<file path="src/design/sq_pkg.sv">
// Constants and carriers for the serial queue sequencer.
// Assumes a 32-bit AXI4-Lite master and an external shift engine.
package sq_pkg;

	localparam logic [11:0] ADDR_DLY = 12'h344;
	localparam logic [11:0] ADDR_WRAP = 12'h348;
	localparam logic [11:0] ADDR_STAT = 12'h34c;
	localparam logic [11:0] ADDR_MASK = 12'h358;

	localparam logic [15:0] DLY_RESET = 16'h0404;
	localparam logic [15:0] WRAP_RESET = 16'h0000;
	localparam logic LOCK_RESET = 1'h0;

	localparam int RUN_BIT = 15;
	localparam int LOCK_BIT = 12;
	localparam int ABORT_BIT = 2;
	localparam int FIN_BIT = 0;

	localparam logic [1:0] RESP_OKAY = 2'h0;
	localparam logic [1:0] RESP_SLVERR = 2'h2;

	typedef struct packed {
		logic run;
		logic [6:0] csd;
		logic [7:0] ptd;
	} dly_t;

	typedef struct packed {
		logic halt;
		logic wrap_on;
		logic wrap_tgt;
		logic idle_lvl;
		logic [3:0] end_ptr;
		logic [3:0] done_ptr;
		logic [3:0] start_ptr;
	} wrap_t;

	typedef struct packed {
		logic use_ptd;
		logic use_csd;
		logic [3:0] sel;
	} cmd_entry_t;

	typedef enum logic [2:0] {SEL_DLY, SEL_WRAP, SEL_STAT, SEL_MASK, SEL_NONE} sel_t;
	typedef enum logic [1:0] {ST_IDLE, ST_LEAD, ST_SHIFT, ST_TRAIL} st_t;

endpackage : sq_pkg

</file>
<file path="src/design/serial_queue_sequencer_control.sv">
// Queue sequencer with enable, delays, pointers and AXI4-Lite registers.
// Assumes command RAM answers o_cmd_index combinationally and the shift
// engine toggles i_xfer_done_tgl on its own clock when a transfer ends.
// Operation
// [RULE1] Enable starts queue at start pointer
// [RULE2] Completion clears enable by itself
// [RULE3] Software clear aborts unless lockout set
// [RULE4] Software should stop queue by halt
// [RULE5] Clock-start delay after selects when flagged
// [RULE6] Post-transfer delay after transfer when flagged
// [RULE7] Halt finishes current command then stops
// [RULE8] No wrap: stop after end entry
// [RULE9] Wrap: continue after end entry
// [RULE10] Wrap target picks zero or start
// [RULE11] Idle selects follow idle level bit
// [RULE12] End pointer marks final entry
// [RULE13] Completed pointer is read-only progress
// [RULE14] Start pointer selects first entry
// [RULE15] Lockout: only completion clears enable
// [RULE16] Software clear sets abort flag, W1C
// [RULE17] Finished flag on end or halt
// [RULE18] Completed pointer updates before next entry
`timescale 1ns/1ns
`default_nettype none
module serial_queue_sequencer_control
	import sq_pkg::*;
(
	input wire logic i_core_clk,
	input wire logic i_rstn,
	input wire logic i_clk_en,
	input wire logic i_awvalid,
	output logic o_awready,
	input wire logic [11:0] i_awaddr,
	input wire logic i_wvalid,
	output logic o_wready,
	input wire logic [31:0] i_wdata,
	input wire logic [3:0] i_wstrb,
	output logic o_bvalid,
	input wire logic i_bready,
	output logic [1:0] o_bresp,
	input wire logic i_arvalid,
	output logic o_arready,
	input wire logic [11:0] i_araddr,
	output logic o_rvalid,
	input wire logic i_rready,
	output logic [31:0] o_rdata,
	output logic [1:0] o_rresp,
	input wire cmd_entry_t i_cmd_entry,
	input wire logic i_xfer_done_tgl,
	output logic [3:0] o_cmd_index,
	output logic o_xfer_start,
	output logic [3:0] o_chip_sel,
	output logic o_irq
);

	function automatic sel_t decode(input logic [11:0] a);
		if (a == ADDR_DLY) begin
			decode = SEL_DLY;
		end else if (a == ADDR_WRAP) begin
			decode = SEL_WRAP;
		end else if (a == ADDR_STAT) begin
			decode = SEL_STAT;
		end else if (a == ADDR_MASK) begin
			decode = SEL_MASK;
		end else begin
			decode = SEL_NONE;
		end
	endfunction : decode

	function automatic logic [15:0] merge(input logic [15:0] o, input logic [31:0] d,
		input logic [3:0] s);
		merge = {s[1] ? d[15:8] : o[15:8], s[0] ? d[7:0] : o[7:0]};
	endfunction : merge

	dly_t dly_reg, dly_next;
	wrap_t wrap_reg, wrap_next;
	st_t st_reg, st_next;
	logic lock_reg, lock_next;
	logic fin_reg, fin_next;
	logic abort_reg, abort_next;
	logic fin_mask_reg, fin_mask_next;
	logic abort_mask_reg, abort_mask_next;
	logic [3:0] ptr_reg, ptr_next;
	logic [7:0] cnt_reg, cnt_next;
	logic start_reg, start_next;
	logic [3:0] cs_reg, cs_next;
	logic sync1_reg, sync2_reg, sync3_reg;
	logic aw_got_reg, aw_got_next;
	logic w_got_reg, w_got_next;
	logic [11:0] awaddr_reg, awaddr_next;
	logic [31:0] wdata_reg, wdata_next;
	logic [3:0] wstrb_reg, wstrb_next;
	logic bvalid_reg, bvalid_next;
	logic [1:0] bresp_reg, bresp_next;
	logic rvalid_reg, rvalid_next;
	logic [31:0] rdata_reg, rdata_next;
	logic [1:0] rresp_reg, rresp_next;
	logic done_edge, do_wr, complete, last, stop, sw_clear;
	logic fin_set, abort_set;
	sel_t wr_sel, rd_sel;
	logic [15:0] nv, rv;

	// Edge of the engine's toggle; first stage feeds only the second
	assign done_edge = sync2_reg ^ sync3_reg;
	assign do_wr = aw_got_reg && w_got_reg && !bvalid_reg;
	assign o_awready = !aw_got_reg && !bvalid_reg;
	assign o_wready = !w_got_reg && !bvalid_reg;
	assign o_arready = !rvalid_reg;
	assign o_bvalid = bvalid_reg;
	assign o_bresp = bresp_reg;
	assign o_rvalid = rvalid_reg;
	assign o_rdata = rdata_reg;
	assign o_rresp = rresp_reg;
	assign o_cmd_index = ptr_reg;
	assign o_xfer_start = start_reg;
	assign o_chip_sel = cs_reg;
	assign o_irq = (fin_reg && fin_mask_reg) || (abort_reg && abort_mask_reg);

	always_comb begin
		dly_next = dly_reg;
		wrap_next = wrap_reg;
		st_next = st_reg;
		lock_next = lock_reg;
		fin_mask_next = fin_mask_reg;
		abort_mask_next = abort_mask_reg;
		ptr_next = ptr_reg;
		cnt_next = cnt_reg;
		start_next = 1'b0;
		complete = 1'b0;
		stop = 1'b0;
		sw_clear = 1'b0;
		fin_set = 1'b0;
		abort_set = 1'b0;
		// [RULE12] End entry match
		last = (ptr_reg == wrap_reg.end_ptr);
		case (st_reg)
			ST_IDLE: begin
				// [RULE1] [RULE14] Launch at start pointer
				if (dly_reg.run) begin
					st_next = ST_LEAD;
					ptr_next = wrap_reg.start_ptr;
					cnt_next = 8'h00;
				end
			end
			ST_LEAD: begin
				// [RULE5] Hold off first clock edge
				if (!i_cmd_entry.use_csd || cnt_reg >= {1'b0, dly_reg.csd}) begin
					start_next = 1'b1;
					st_next = ST_SHIFT;
					cnt_next = 8'h00;
				end else begin
					cnt_next = cnt_reg + 8'h01;
				end
			end
			ST_SHIFT: begin
				if (done_edge) begin
					if (i_cmd_entry.use_ptd) begin
						st_next = ST_TRAIL;
					end else begin
						complete = 1'b1;
					end
				end
			end
			ST_TRAIL: begin
				// [RULE6] Gap after the transfer
				if (cnt_reg >= dly_reg.ptd) begin
					complete = 1'b1;
				end else begin
					cnt_next = cnt_reg + 8'h01;
				end
			end
			default: begin
				st_next = ST_IDLE;
			end
		endcase
		if (complete) begin
			// [RULE13] [RULE18] Progress pointer before next entry
			wrap_next.done_ptr = ptr_reg;
			// [RULE17] Finished on end entry
			fin_set = last;
			if (wrap_reg.halt) begin
				// [RULE7] Halt after current command
				fin_set = 1'b1;
				stop = 1'b1;
			end else if (last && !wrap_reg.wrap_on) begin
				// [RULE8] Queue ends here
				stop = 1'b1;
			end else begin
				// [RULE9] [RULE10] Next entry or wrap point
				st_next = ST_LEAD;
				cnt_next = 8'h00;
				if (last) begin
					ptr_next = wrap_reg.wrap_tgt ? wrap_reg.start_ptr : 4'h0;
				end else begin
					ptr_next = ptr_reg + 4'h1;
				end
			end
			if (stop) begin
				// [RULE2] Self-clear of enable
				st_next = ST_IDLE;
				dly_next.run = 1'b0;
			end
		end
		wr_sel = decode(awaddr_reg);
		nv = 16'h0000;
		if (do_wr) begin
			if (wr_sel == SEL_DLY) begin
				nv = merge(dly_reg, wdata_reg, wstrb_reg);
				dly_next.csd = nv[14:8];
				dly_next.ptd = nv[7:0];
				if (nv[RUN_BIT]) begin
					dly_next.run = 1'b1;
				end else if (dly_next.run && !lock_reg) begin
					// [RULE3] [RULE16] Software abort
					sw_clear = 1'b1;
					dly_next.run = 1'b0;
					st_next = ST_IDLE;
					abort_set = 1'b1;
				end
				// [RULE15] Lockout keeps enable set
			end else if (wr_sel == SEL_WRAP) begin
				// Completed pointer is not writable
				nv = merge(wrap_reg, wdata_reg, wstrb_reg);
				wrap_next = wrap_t'({nv[15:8], wrap_next.done_ptr, nv[3:0]});
			end else if (wr_sel == SEL_STAT) begin
				if (wstrb_reg[1]) begin
					lock_next = wdata_reg[LOCK_BIT];
				end
			end else if (wr_sel == SEL_MASK) begin
				if (wstrb_reg[0]) begin
					fin_mask_next = wdata_reg[FIN_BIT];
					abort_mask_next = wdata_reg[ABORT_BIT];
				end
			end
		end
		// Set wins over a same-cycle write-one clear
		fin_next = fin_set || (fin_reg &&
			!(do_wr && wr_sel == SEL_STAT && wstrb_reg[0] && wdata_reg[FIN_BIT]));
		abort_next = abort_set || (abort_reg &&
			!(do_wr && wr_sel == SEL_STAT && wstrb_reg[0] && wdata_reg[ABORT_BIT]));
		// [RULE11] Idle select level
		cs_next = (st_reg != ST_IDLE) ? i_cmd_entry.sel : {4{wrap_reg.idle_lvl}};
	end

	always_comb begin
		aw_got_next = aw_got_reg;
		w_got_next = w_got_reg;
		awaddr_next = awaddr_reg;
		wdata_next = wdata_reg;
		wstrb_next = wstrb_reg;
		bvalid_next = bvalid_reg;
		bresp_next = bresp_reg;
		rvalid_next = rvalid_reg;
		rdata_next = rdata_reg;
		rresp_next = rresp_reg;
		rd_sel = decode(i_araddr);
		rv = 16'h0000;
		if (i_awvalid && o_awready) begin
			aw_got_next = 1'b1;
			awaddr_next = i_awaddr;
		end
		if (i_wvalid && o_wready) begin
			w_got_next = 1'b1;
			wdata_next = i_wdata;
			wstrb_next = i_wstrb;
		end
		if (do_wr) begin
			aw_got_next = 1'b0;
			w_got_next = 1'b0;
			bvalid_next = 1'b1;
			bresp_next = (wr_sel == SEL_NONE) ? RESP_SLVERR : RESP_OKAY;
		end else if (bvalid_reg && i_bready) begin
			bvalid_next = 1'b0;
		end
		if (rd_sel == SEL_DLY) begin
			rv = dly_reg;
		end else if (rd_sel == SEL_WRAP) begin
			rv = wrap_reg;
		end else if (rd_sel == SEL_STAT) begin
			rv[LOCK_BIT] = lock_reg;
			rv[ABORT_BIT] = abort_reg;
			rv[FIN_BIT] = fin_reg;
		end else if (rd_sel == SEL_MASK) begin
			rv[ABORT_BIT] = abort_mask_reg;
			rv[FIN_BIT] = fin_mask_reg;
		end
		if (i_arvalid && o_arready) begin
			rvalid_next = 1'b1;
			rdata_next = {16'h0000, rv};
			rresp_next = (rd_sel == SEL_NONE) ? RESP_SLVERR : RESP_OKAY;
		end else if (rvalid_reg && i_rready) begin
			rvalid_next = 1'b0;
		end
	end

	always_ff @(posedge i_core_clk) begin
		if (!i_rstn) begin
			dly_reg <= dly_t'(DLY_RESET);
			wrap_reg <= wrap_t'(WRAP_RESET);
			st_reg <= ST_IDLE;
			lock_reg <= LOCK_RESET;
			fin_reg <= 1'b0;
			abort_reg <= 1'b0;
			fin_mask_reg <= 1'b0;
			abort_mask_reg <= 1'b0;
			ptr_reg <= 4'h0;
			cnt_reg <= 8'h00;
			start_reg <= 1'b0;
			cs_reg <= 4'h0;
			sync1_reg <= 1'b0;
			sync2_reg <= 1'b0;
			sync3_reg <= 1'b0;
			aw_got_reg <= 1'b0;
			w_got_reg <= 1'b0;
			awaddr_reg <= 12'h000;
			wdata_reg <= 32'h0000_0000;
			wstrb_reg <= 4'h0;
			bvalid_reg <= 1'b0;
			bresp_reg <= RESP_OKAY;
			rvalid_reg <= 1'b0;
			rdata_reg <= 32'h0000_0000;
			rresp_reg <= RESP_OKAY;
		end else if (i_clk_en) begin
			dly_reg <= dly_next;
			wrap_reg <= wrap_next;
			st_reg <= st_next;
			lock_reg <= lock_next;
			fin_reg <= fin_next;
			abort_reg <= abort_next;
			fin_mask_reg <= fin_mask_next;
			abort_mask_reg <= abort_mask_next;
			ptr_reg <= ptr_next;
			cnt_reg <= cnt_next;
			start_reg <= start_next;
			cs_reg <= cs_next;
			sync1_reg <= i_xfer_done_tgl;
			sync2_reg <= sync1_reg;
			sync3_reg <= sync2_reg;
			aw_got_reg <= aw_got_next;
			w_got_reg <= w_got_next;
			awaddr_reg <= awaddr_next;
			wdata_reg <= wdata_next;
			wstrb_reg <= wstrb_next;
			bvalid_reg <= bvalid_next;
			bresp_reg <= bresp_next;
			rvalid_reg <= rvalid_next;
			rdata_reg <= rdata_next;
			rresp_reg <= rresp_next;
		end
	end
endmodule : serial_queue_sequencer_control
`default_nettype wire

</file>
<file path="config.mk">
export PLATFORM = sky130hd
export DESIGN_NAME = serial_queue_sequencer_control
export DESIGN_NICKNAME = d
export VERILOG_FILES = /design/src/design/sq_pkg.sv /design/src/design/serial_queue_sequencer_control.sv
export SDC_FILE = /design/constraint.sdc
export NUM_CORES = 1
export LEC_CHECK = 0
export ABC_AREA = 1
export BUFFER_PORTS_ARGS = -buffer_cell sky130_fd_sc_hd__buf_2
export CAP_MARGIN = 0
export CORE_MARGIN = 2
export CORE_UTILIZATION = 61
export CTS_BUF_LIST = sky130_fd_sc_hd__clkbuf_8
export DETAILED_ROUTE_END_ITERATION = 8
export PLACE_DENSITY = 0.95
export SYNTH_ARGS = -nofsm -noshare
export SYNTH_HDL_FRONTEND = slang
export SYNTH_SLANG_ARGS = --single-unit
</file>
<file path="constraint.sdc">
create_clock -name i_core_clk -period 4.1 [get_ports i_core_clk]
set_clock_uncertainty 0.15 [all_clocks]
set_input_delay 0 -clock i_core_clk [delete_from_list [all_inputs] [get_ports i_core_clk]]
set_output_delay 0 -clock i_core_clk [all_outputs]
set_load 0.1 [all_outputs]
</file>
==> qor.csv, run 1 <==
metric;value;unit
Synth top area share;39.3;%
crit end category;flop;
largest cells by area after synthesis;dfxtp_1 39%, nand2_1 7.8%, inv_1 7.6%;
commonest non-fill, non-tap cell in the layout;nand2_1;
sequential area share after synthesis;39.3;%
share of cells above drive strength 1;14.9;%
kind of critical path;reg2reg;
cell accounting for the most synthesized area;dfxtp_1;
met2 WL;8130;µm
H-tree lvl count;3;
Register Area;2220;µm²
initial antenna violation count;0;
Final ANT Viol Nets;0;
final core occ;72.8;%
mapped cell area;5650;µm²
critical path depth;4;
Synth async-reset ratio;0;%
Worst Path Arrival;2.52;ns
Max Cap Viol;0;
flop-to-flop setup slack;1.65;ns
CP max-delay cell;nand3_1;
clock slew at reported path FFs;0.11;ns
vias in the first global route;5565;
global-route wire length before repair;26800;µm
crit path time final;2.45;ns
DIE WIDTH;100;µm
placed cell count;954;
Routed Wire Length;16700;µm
DR WL met3;1340;µm
grt ovf;0;
RSZ-0062 raised after global routing;false;
Multi-input gate area;2780;µm²
FILL cells;618;
startpoint types;flop;
TNS Setup;0;ns
worst setup margin;1.65;ns
Slew Limit Fails;0;
worst-path cell chain;nor2_1, nand3_1, o21ai_0, a21oi_1;
clk buf depth;2;
worst r2r src;o_bvalid;
measured slew at the worst slew-check pin;1.17;ns
Leak;3.04;nW
post-place setup slack;1.79;ns
final setup violating endpoints;0;
total CTS buffers;9;
status;finished, final reports clean;
Rel. slew slack;21.7;%
IO buf count;89;
r2r endpoint;wdata_reg[10];
reg2reg path depth;4;
Worst VDD drop;0.265;mV
CTS Sinks;111;
# rows;35;
TritonCTS clock tree;yes;
DR vias;5865;
Worst-Skew Late Latency;0.38;ns
die height;100;µm
synthesized instance count;782;
Iter 0 DRT Violations;619;
post_cts resized;0;
GR Util All Layers;33.9;%
Synth Flop Type;dfxtp_1;
largest net degree at the start of global routing;76;
Routed WL per cell;16.6;µm
remaining routing DRC violations;0;
Power, Total;2.22;mW
Hold WC Path Type;in2reg;
Crit path required time;4.17;ns
Tcrit/Tclk final;59.8;%
post-synth cell types;39;
Post-Layout Cell Count;1009;
crit path from;o_bvalid;
crit-path max cell delay;0.83;ns
most frequent cells in the layout;117 x nand2_1, 116 x inv_1, 111 x dfxtp_1;
Final Net Count;984;
Area growth syn-to-layout;17.2;%
Max Freq;408;MHz
critical path buffer and inverter count;0;
Final Hold Fails;0;
CP max FO;37;
CTS Root Cell;clkbuf_8;
Via density;5.81;
Core ar.;9110;µm²
number of synthesized register bits;111;
top layer reached by signal wires;met4;
syn_area_per_cell;7.23;µm²
IO Pins;126;
PwrDens;334;nW/µm²
die area;10100;µm²
GPL Wtd Cong;0.901;
Post-DP HPWL;9820;µm
CP top delay family;simple AND/OR/NAND/NOR gates;
Pre-Repair DR Iteration Count;7;
Worst Setup EP;wdata_reg[10];
EDFF count, synth;0;
Ys Warns;0;
Starting Density;62.1;%
Metal-1 WL;6300;µm
[cells in the mapped netlist, types with 2 or more instances]
| cell | n |
|---|---|
| dfxtp_1 | 111 |
| o21ai_0 | 61 |
| nand3_1 | 44 |
| nand2_1 | 117 |
| o211ai_1 | 20 |
| buf_2 | 9 |
| nor2_2 | 2 |
| nand2_4 | 3 |
| nand2_2 | 7 |
| a21oi_1 | 71 |
| o221ai_1 | 18 |
| inv_2 | 5 |
| inv_1 | 115 |
| xor2_1 | 8 |
| nor3_1 | 2 |
| buf_4 | 18 |
| a21oi_2 | 4 |
| xnor2_1 | 3 |
| a211oi_1 | 15 |
| ha_1 | 17 |
| clkbuf_1 | 18 |
| nor2_1 | 87 |
| nor2_4 | 4 |
| nand4_1 | 8 |
[worst min-delay path: cells and delay by family]
| kind | cells | cell delay (ns) |
|---|---|---|
| buffers and inverters | 2 | 0.31 |
| AOI/OAI and AO/OA | 1 | 0.18 |
[layout make-up]
| class | count | share of cell area [%] |
|---|---|---|
| multi-input cells | 520 | 41.9 |
| well taps | 111 | 2.10 |
| flip-flops and latches | 111 | 33.5 |
| clock inverters | 6 | 0.812 |
| diodes | 1 | 0.0378 |
| clock buffers | 10 | 2.08 |
| inverters | 121 | 6.85 |
| repair buffers | 129 | 12.7 |
[how the worst min path moves through the flow]
stage / from / endpoint / slack (ns) / cells after the start
3_3_place_gp: i_xfer_done_tgl / sync1_reg / 0.08 / 3
6_report: i_clk_en / o_xfer_start / 0.01 / 3
5_1_grt: i_clk_en / o_cmd_index[2] / 0.04 / 4
4_1_cts: i_cmd_entry[5] / st_reg[1] / 0.005 / 7
2_1_floorplan: i_xfer_done_tgl / sync1_reg / -0.02 / 2
3_5_place_dp: i_xfer_done_tgl / sync1_reg / 0.09 / 3
[metrics by stage]
step	instance area [µm²]	hold slack (ns)
CTS	6630	0.00502
detailed placement	6050	0.0856
finish	6630	0.0146
global placement	6050	0.0760
global route	6630	0.0355
floorplan	5720	-0.0151
[power by group]
group	switching, mW	internal (mW)	total, mW
combinational	0.319	0.0985	0.417
clock	0.398	0.249	0.647
sequential	0.0341	1.12	1.15
[routing by layer]
layer	GRT usage, %	vias to the layer above
met2	58.0	345
met5	0	-
met1	39.6	2663
met4	20.7	0
met3	5.85	91
li1	-	2766
[cell families after synthesis]
group	Yosys count	synth area share (%)
AOI/OAI and AO/OA	196	20.9
other	1	0.0663
adders and majority gates	17	3.76
DFF	111	39.3
xor gates and xnor gates	11	1.70
and+or+nand+nor	278	21.6
buffers and inverters	168	12.7
[what timing repair did]
item	in CTS	in global routing
buffers inserted	0	0
hold endpoints to repair	37	0
hold buffers	38	0
No activity file was read; power rests on OpenSTA's default activity.
==> run 2: changes to the inputs <==
--- a/config.mk
+++ b/config.mk
@@ -9,10 +9,10 @@
 export BUFFER_PORTS_ARGS = -buffer_cell sky130_fd_sc_hd__buf_2
 export CAP_MARGIN = 0
 export CORE_MARGIN = 2
-export CORE_UTILIZATION = 61
+export CORE_UTILIZATION = 51
 export CTS_BUF_LIST = sky130_fd_sc_hd__clkbuf_8
 export DETAILED_ROUTE_END_ITERATION = 8
-export PLACE_DENSITY = 0.95
+export PLACE_DENSITY = 0.87
 export SYNTH_ARGS = -nofsm -noshare
 export SYNTH_HDL_FRONTEND = slang
 export SYNTH_SLANG_ARGS = --single-unit
==> constraint.sdc (replaced) <==
create_clock -name i_core_clk -period 2 [get_ports i_core_clk]
set_clock_uncertainty 0.15 [all_clocks]
set_input_delay 0 -clock i_core_clk [delete_from_list [all_inputs] [get_ports i_core_clk]]
set_output_delay 0 -clock i_core_clk [all_outputs]
set_load 0.1 [all_outputs]
==> run 2 against run 1 <==
The run now ends with setup timing left; count of clock-buffer cells in the layout is 1 lower; via count is 1.9% higher; maximum frequency rose by 20%; sequential cell count unchanged; critical path depth is 9 higher; setup slack worse by 1.7 ns; hold slack got worse by 0.0055 ns; critical path type unchanged; critical endpoint is now cnt_reg[6].
==> qor.csv, run 2 (synthesis results as in run 1) <==
metric;value;unit;change
Worst-Skew Late Latency;0.39;ns;about the same
final core occ;68.1;%;-4.7 points
Routed Wire Length;18100;µm;+7.9%
DP Area;6320;µm²;+4.5%
Clk pwr share;27.8;%;-1.4 points
met3 track utilization from global routing;4.06;%;-1.8 points
critical path buffer and inverter count;2;;+2
Worst VDD drop;0.526;mV;+98%
worst-path cell chain;buf_4, ha_1, nand2_1, inv_1, nand2_1, nand2_1, nand2_2, nand2_2, nor2_1, nand2_1, o211ai_1, nand2_2, a21oi_2;;
combinational share of power;20.7;%;+1.9 points
Crit path required time;2.17;ns;-2.00 ns
CP max FO;7;;-81%
Slew Limit Fails;0;;unchanged
crit path time final;2.04;ns;-0.415 ns
clock slew at reported path FFs;0.11;ns;about the same
Via density;5.54;;-4.7%
Max Freq;491;MHz;+20%
kind of critical path;reg2reg;;
met2 Use GR;48.2;%;-9.8 points
die height;109;µm;+9.0%
CTS Sinks;111;;unchanged
Worst Path Arrival;2.20;ns;-0.32 ns
GRT busiest layer;met2;;
Int Pwr;3.01;mW;+110%
failing checks;setup timing;;
met1 GRT Util;35.0;%;-4.6 points
die area;11900;µm²;+19%
Final ANT Viol Nets;0;;unchanged
reg2reg path depth;13;;+9
CP max-delay cell;dfxtp_2;;
vias in the first global route;5453;;-2.0%
Switching Power;1.55;mW;+110%
worst setup margin;-0.0368;ns;-1.69 ns
most frequent cells in the layout;108 x inv_1, 105 x nand2_1, 92 x dfxtp_1;;
total CTS buffers;9;;unchanged
Finished Cell Area;7380;µm²;+11%
FILL cells;774;;+25%
Final Hold Fails;0;;unchanged
Tcrit/Tclk final;102;%;+42 points
Final Net Count;1026;;+4.3%
IO Pins;126;;unchanged
Area growth syn-to-layout;30.5;%;
H-tree lvl count;3;;unchanged
Rel. slew slack;62.5;%;+41 points
initial antenna violation count;0;;unchanged
CTS Root Cell;clkbuf_8;;
PwrDens;618;nW/µm²;+85%
global-route wire length before repair;26500;µm;-1.3%
RSZ-0062 raised after global routing;true;;
commonest non-fill, non-tap cell in the layout;inv_1;;
ant diodes;0;;-1
CP top delay family;simple AND/OR/NAND/NOR gates;;
DIE WIDTH;109;µm;+9.0%
Sw Share;34.0;%;+0.076 points
Power, Total;4.56;mW;+110%
worst hold path cell count;3;;unchanged
largest net degree at the start of global routing;49;;-36%
Starting Density;52.1;%;-9.9 points
final setup violating endpoints;4;;+4
Pre-Repair DR Iteration Count;7;;unchanged
Hold WC Path Type;in2reg;;
GR Util All Layers;28.5;%;-5.4 points
Multi-input gate area;3100;µm²;+12%
Iter 0 DRT Violations;435;;-30%
startpoint types;flop;;
cell repeated most along the worst path;nand2_1;;
# rows;38;;+8.6%
measured slew at the worst slew-check pin;0.562;ns;-0.609 ns
share of cells above drive strength 1;24.8;%;+9.9 points
GPL Wtd Cong;0.940;;+4.3%
crit end category;flop;;
grt ovf;0;;unchanged
Core ar.;10800;µm²;+19%
Post-DP HPWL;10300;µm;+5.1%
IO buf count;89;;unchanged
sequential share of power;51.5;%;-0.5 points
critical path depth;13;;+9
Routed WL per cell;16.7;µm;+0.89%
Register Area;2250;µm²;+1.4%
crit-path max cell delay;0.36;ns;-0.47 ns
Leak;3.26;nW;+7.4%
Max Cap Viol;0;;unchanged
status;finished, violations left;;
clk buf depth;2;;unchanged
remaining routing DRC violations;0;;unchanged
DR vias;5979;;+1.9%
TritonCTS clock tree;yes;;
run 2: what timing repair did:
item | CTS | global route
resized for setup | 2 | 76
hold buffers | 53 | 1
pin swaps | 0 | 17
setup buffers | 0 | 4
endpoints found under the hold margin | 51 | 5
endpoints found under the setup margin | 7 | 39
run 2: area by class of cell:
type	count	area share [%]
clock buffers	9	1.68
well taps	140	2.37
flip-flops and latches	111	30.5
repair buffers	171	16.3
inverters	121	6.27
clock inverters	7	0.763
multi-input cells	520	42.0
run 2: per-stage QoR:
stage	setup TNS, ns	hold WS, ns	std cells	setup slack, ns
after CTS	0	0.0702	1075	0.00182
after global placement	0	0.0933	1006	0.0385
after global routing	-1.45	0.0406	1079	-0.111
after detailed placement	-0.00101	0.0990	1006	-0.00101
after floorplan	0	-0.0151	799	0.00899
final	-0.0876	0.00915	1079	-0.0368
run 2: power by group through the flow:
| stage | Clock, mW | Combinational [mW] | Sequential, mW |
|---|---|---|---|
| 3_5_place_dp | 0 | 0.791 | 2.39 |
| 3_3_place_gp | 0 | 0.781 | 2.39 |
| 2_1_floorplan | 0 | 0.470 | 2.57 |
| 4_1_cts | 1.27 | 0.872 | 2.34 |
| 6_report | 1.27 | 0.943 | 2.35 |
| 5_1_grt | 1.35 | 0.994 | 2.36 |
run 2: worst paths after layout:
kind	start	endpoint	slack, ns
worst min-delay path	i_clk_en	awaddr_reg[3]	0.009
worst min register to register	wdata_reg[4]	wdata_reg[4]	0.31
worst max register to register	cnt_reg[2]	cnt_reg[6]	-0.04
worst max-delay path	cnt_reg[2]	cnt_reg[6]	-0.04
run 2: tightest hold or removal path: cells and delay by family:
kind | cells | cell delay, ns
and+or+nand+nor | 1 | 0.22
buffers and inverters | 1 | 0.20
AOI/OAI and AO/OA | 1 | 0.09
run 2: routing by layer:
layer	part of all wire, %	wire (µm)
met3	7.1	1270
met2	49	8830
met1	39	6970
met4	5.4	982
met5	0	0
==> run 3: changes to the inputs <==
--- a/config.mk
+++ b/config.mk
@@ -5,7 +5,7 @@
 export SDC_FILE = /design/constraint.sdc
 export NUM_CORES = 1
 export LEC_CHECK = 0
-export ABC_AREA = 1
+export ABC_AREA = 0
 export BUFFER_PORTS_ARGS = -buffer_cell sky130_fd_sc_hd__buf_2
 export CAP_MARGIN = 0
 export CORE_MARGIN = 2
==> run 3 against run 2 <==
Critical endpoint is now o_cmd_index[0]; count of clock-buffer cells in the layout is the same; the flow finishes with violations (hold timing, setup timing); sequential share of layout area fell by 2.6 points; clock power hardly changed; via count rose by 4.4%; non-clock buffer count increased by 65; die area about the same.
==> qor.csv, run 3 <==
metric;value;unit;change
Max Freq;390;MHz;-21%
Sw Share;33.3;%;-0.65 points
Synth Flop Type;dfxtp_1;;
global-route wire length before repair;27700;µm;+4.4%
worst setup margin;-0.563;ns;-0.526 ns
Routed WL per cell;20.3;µm;+21%
sequential area share after synthesis;39.3;%;about the same
synth cell count leaders;111 x dfxtp_1, 90 x nand2_1, 40 x nor2b_1;;
Final Hold Fails;1;;+1
die area;11900;µm²;about the same
GPL Wtd Cong;0.909;;-3.2%
remaining routing DRC violations;0;;unchanged
Leak;3.26;nW;about the same
final setup violating endpoints;33;;+29
synthesized instance count;657;;-16%
share of cells above drive strength 1;33.8;%;+8.9 points
CP max-delay cell;dfxtp_2;;
mapped cell area;5660;µm²;about the same
Tcrit/Tclk final;128;%;+26 points
grt ovf;0;;unchanged
startpoint types;flop;;
crit path time final;2.56;ns;+0.526 ns
Final Net Count;965;;-5.9%
cell repeated most along the worst path;buf_4;;
Power, Total;4.45;mW;-2.5%
worst-path cell chain;inv_2, ha_4, a211o_1, a221oi_2, buf_4, nor2_4, o21a_1, buf_4, buf_6, o211ai_1, o211a_1;;
Core ar.;10800;µm²;unchanged
largest cells by area after synthesis;dfxtp_1 39%, mux2i_1 6.5%, nand2_1 6.0%;;
measured slew at the worst slew-check pin;0.584;ns;+0.0216 ns
number of synthesized register bits;111;;unchanged
status;finished, violations left;;
count leader, synth;dfxtp_1;;
clk buf depth;2;;unchanged
largest net degree at the start of global routing;97;;+98%
Max Cap Viol;0;;unchanged
CTS Root Cell;clkbuf_8;;
IO Pins;126;;unchanged
post-synth cell types;68;;+74%
most frequent cells in the layout;92 x dfxtp_1, 89 x buf_2, 87 x nand2_1;;
kind of critical path;reg2reg;;
Hold WC Path Type;in2reg;;
IO buf count;89;;unchanged
Clk pwr share;29.3;%;+1.5 points
EDFF count, synth;0;;unchanged
PwrDens;550;nW/µm²;-11%
Via density;6.14;;+11%
Iter 0 DRT Violations;619;;+42%
combinational share of power;18.8;%;-1.9 points
hold slack;-0.0189;ns;-0.0280 ns
Worst VDD drop;0.421;mV;-20%
ant diodes;0;;unchanged
crit end category;flop;;
CP max FO;4;;-3
commonest non-fill, non-tap cell in the layout;dfxtp_1;;
Synth top area share;39.3;%;about the same
DIE WIDTH;109;µm;about the same
Slew Limit Fails;0;;unchanged
# rows;38;;unchanged
initial antenna violation count;0;;unchanged
Int Pwr;2.97;mW;-1.6%
TritonCTS clock tree;yes;;
Synth async-reset ratio;0;%;unchanged
CTS Sinks;111;;unchanged
critical path buffer and inverter count;4;;+2
clock slew at reported path FFs;0.11;ns;about the same
Post-DP HPWL;11500;µm;+11%
CP top delay family;compound AO/OA/AOI/OAI gates;;
syn_area_per_cell;8.61;µm²;+19%
Pre-Repair DR Iteration Count;6;;-1
Worst Path Arrival;2.74;ns;+0.54 ns
H-tree lvl count;3;;unchanged
Rel. slew slack;61.1;%;-1.4 points
vias in the first global route;5633;;+3.3%
sequential share of power;52.0;%;+0.5 points
crit-path max cell delay;0.35;ns;about the same
total CTS buffers;9;;unchanged
post-place setup slack;-0.542;ns;-0.541 ns
GR Util All Layers;29.7;%;+1.2 points
Area growth syn-to-layout;43.0;%;
die height;109;µm;about the same
RSZ-0062 raised after global routing;true;;
cell accounting for the most synthesized area;dfxtp_1;;
Worst-Skew Late Latency;0.39;ns;about the same
DR vias;6245;;+4.4%
Switching Power;1.48;mW;-4.4%
Final ANT Viol Nets;0;;unchanged
Ys Warns;0;;unchanged
Starting Density;52.2;%;about the same
failing checks;hold timing, setup timing;;
Routed Wire Length;20700;µm;+14%
Crit path required time;2.18;ns;about the same
-- run 3: tightest hold or removal path, stage by stage --
cell	delay [ns]
buf_2	0.13
and3_4	0.18
nand3_1	0.09
a21boi_0	0.08
-- run 3: power groups by stage --
stage,clock [mW],sequential (mW),combinational (mW)
finish,1.30,2.31,0.835
global route,1.38,2.32,0.873
CTS,1.26,2.30,0.785
detailed placement,0,2.35,0.706
global placement,0,2.35,0.697
floorplan,0,2.51,0.410
-- run 3: per-layer routing --
metal / part of all wire, % / vias to the layer above / wire [µm] / global-route usage (%)
li1: - / 2716 / - / -
met1: 38 / 2922 / 7790 / 37.4
met2: 47 / 476 / 9730 / 48.8
met3: 9.4 / 131 / 1940 / 6.11
met4: 5.9 / 0 / 1220 / 13.8
met5: 0 / - / 0 / 0
-- run 3: cells by family after synthesis --
group	Yosys count	share of synthesized area [%]
mux	37	6.55
other cells	1	0.0663
fa+ha+maj	17	3.76
simple gates	248	23.0
compound gates	154	19.3
flops	111	39.3
xor+xnor	7	1.08
buf+inv	82	6.92
-- run 3: final cells by class --
cell class                      count  area (µm²)
Clock buffer                        9         124
Timing Repair Buffer              236        1810
Inverter                           34         131
Multi-Input combinational cell    481        3540
Clock inverter                      6        46.3
Tap cell                          140         175
Sequential cell                   111        2260
Fill cell                         644        2750
-- run 3: final timing paths --
check / startpoint / to / slack [ns] / depth (start not counted)
min: i_arvalid / o_rdata[12] / -0.02 / 4
max: dly_reg[5] / o_cmd_index[0] / -0.56 / 11
min reg2reg: awaddr_reg[0] / awaddr_reg[0] / 0.32 / 2
max reg2reg: dly_reg[5] / o_cmd_index[0] / -0.56 / 11
-- run 3: repair_timing --
action,4_1_cts,5_1_grt
gates resized for setup,39,68
endpoints found under the hold margin,50,0
hold buffers,46,0
setup buffers,4,13
cloned,0,1
pin swaps,9,35
endpoints found under the setup margin,32,51
-- run 3: stage by stage --
stage	hold slack, ns	TNS, ns	cell area, µm²	cells	utilization (%)
floorplan	-0.00509	-7.27	5820	674	-
global placement	0.104	-7.30	6860	938	63.3
detailed placement	0.107	-9.70	6860	938	63.3
CTS	0.00476	-7.48	7670	1003	70.8
global route	0.00409	-13.26	8090	1017	74.6
finish	-0.0189	-9.98	8090	1017	74.6
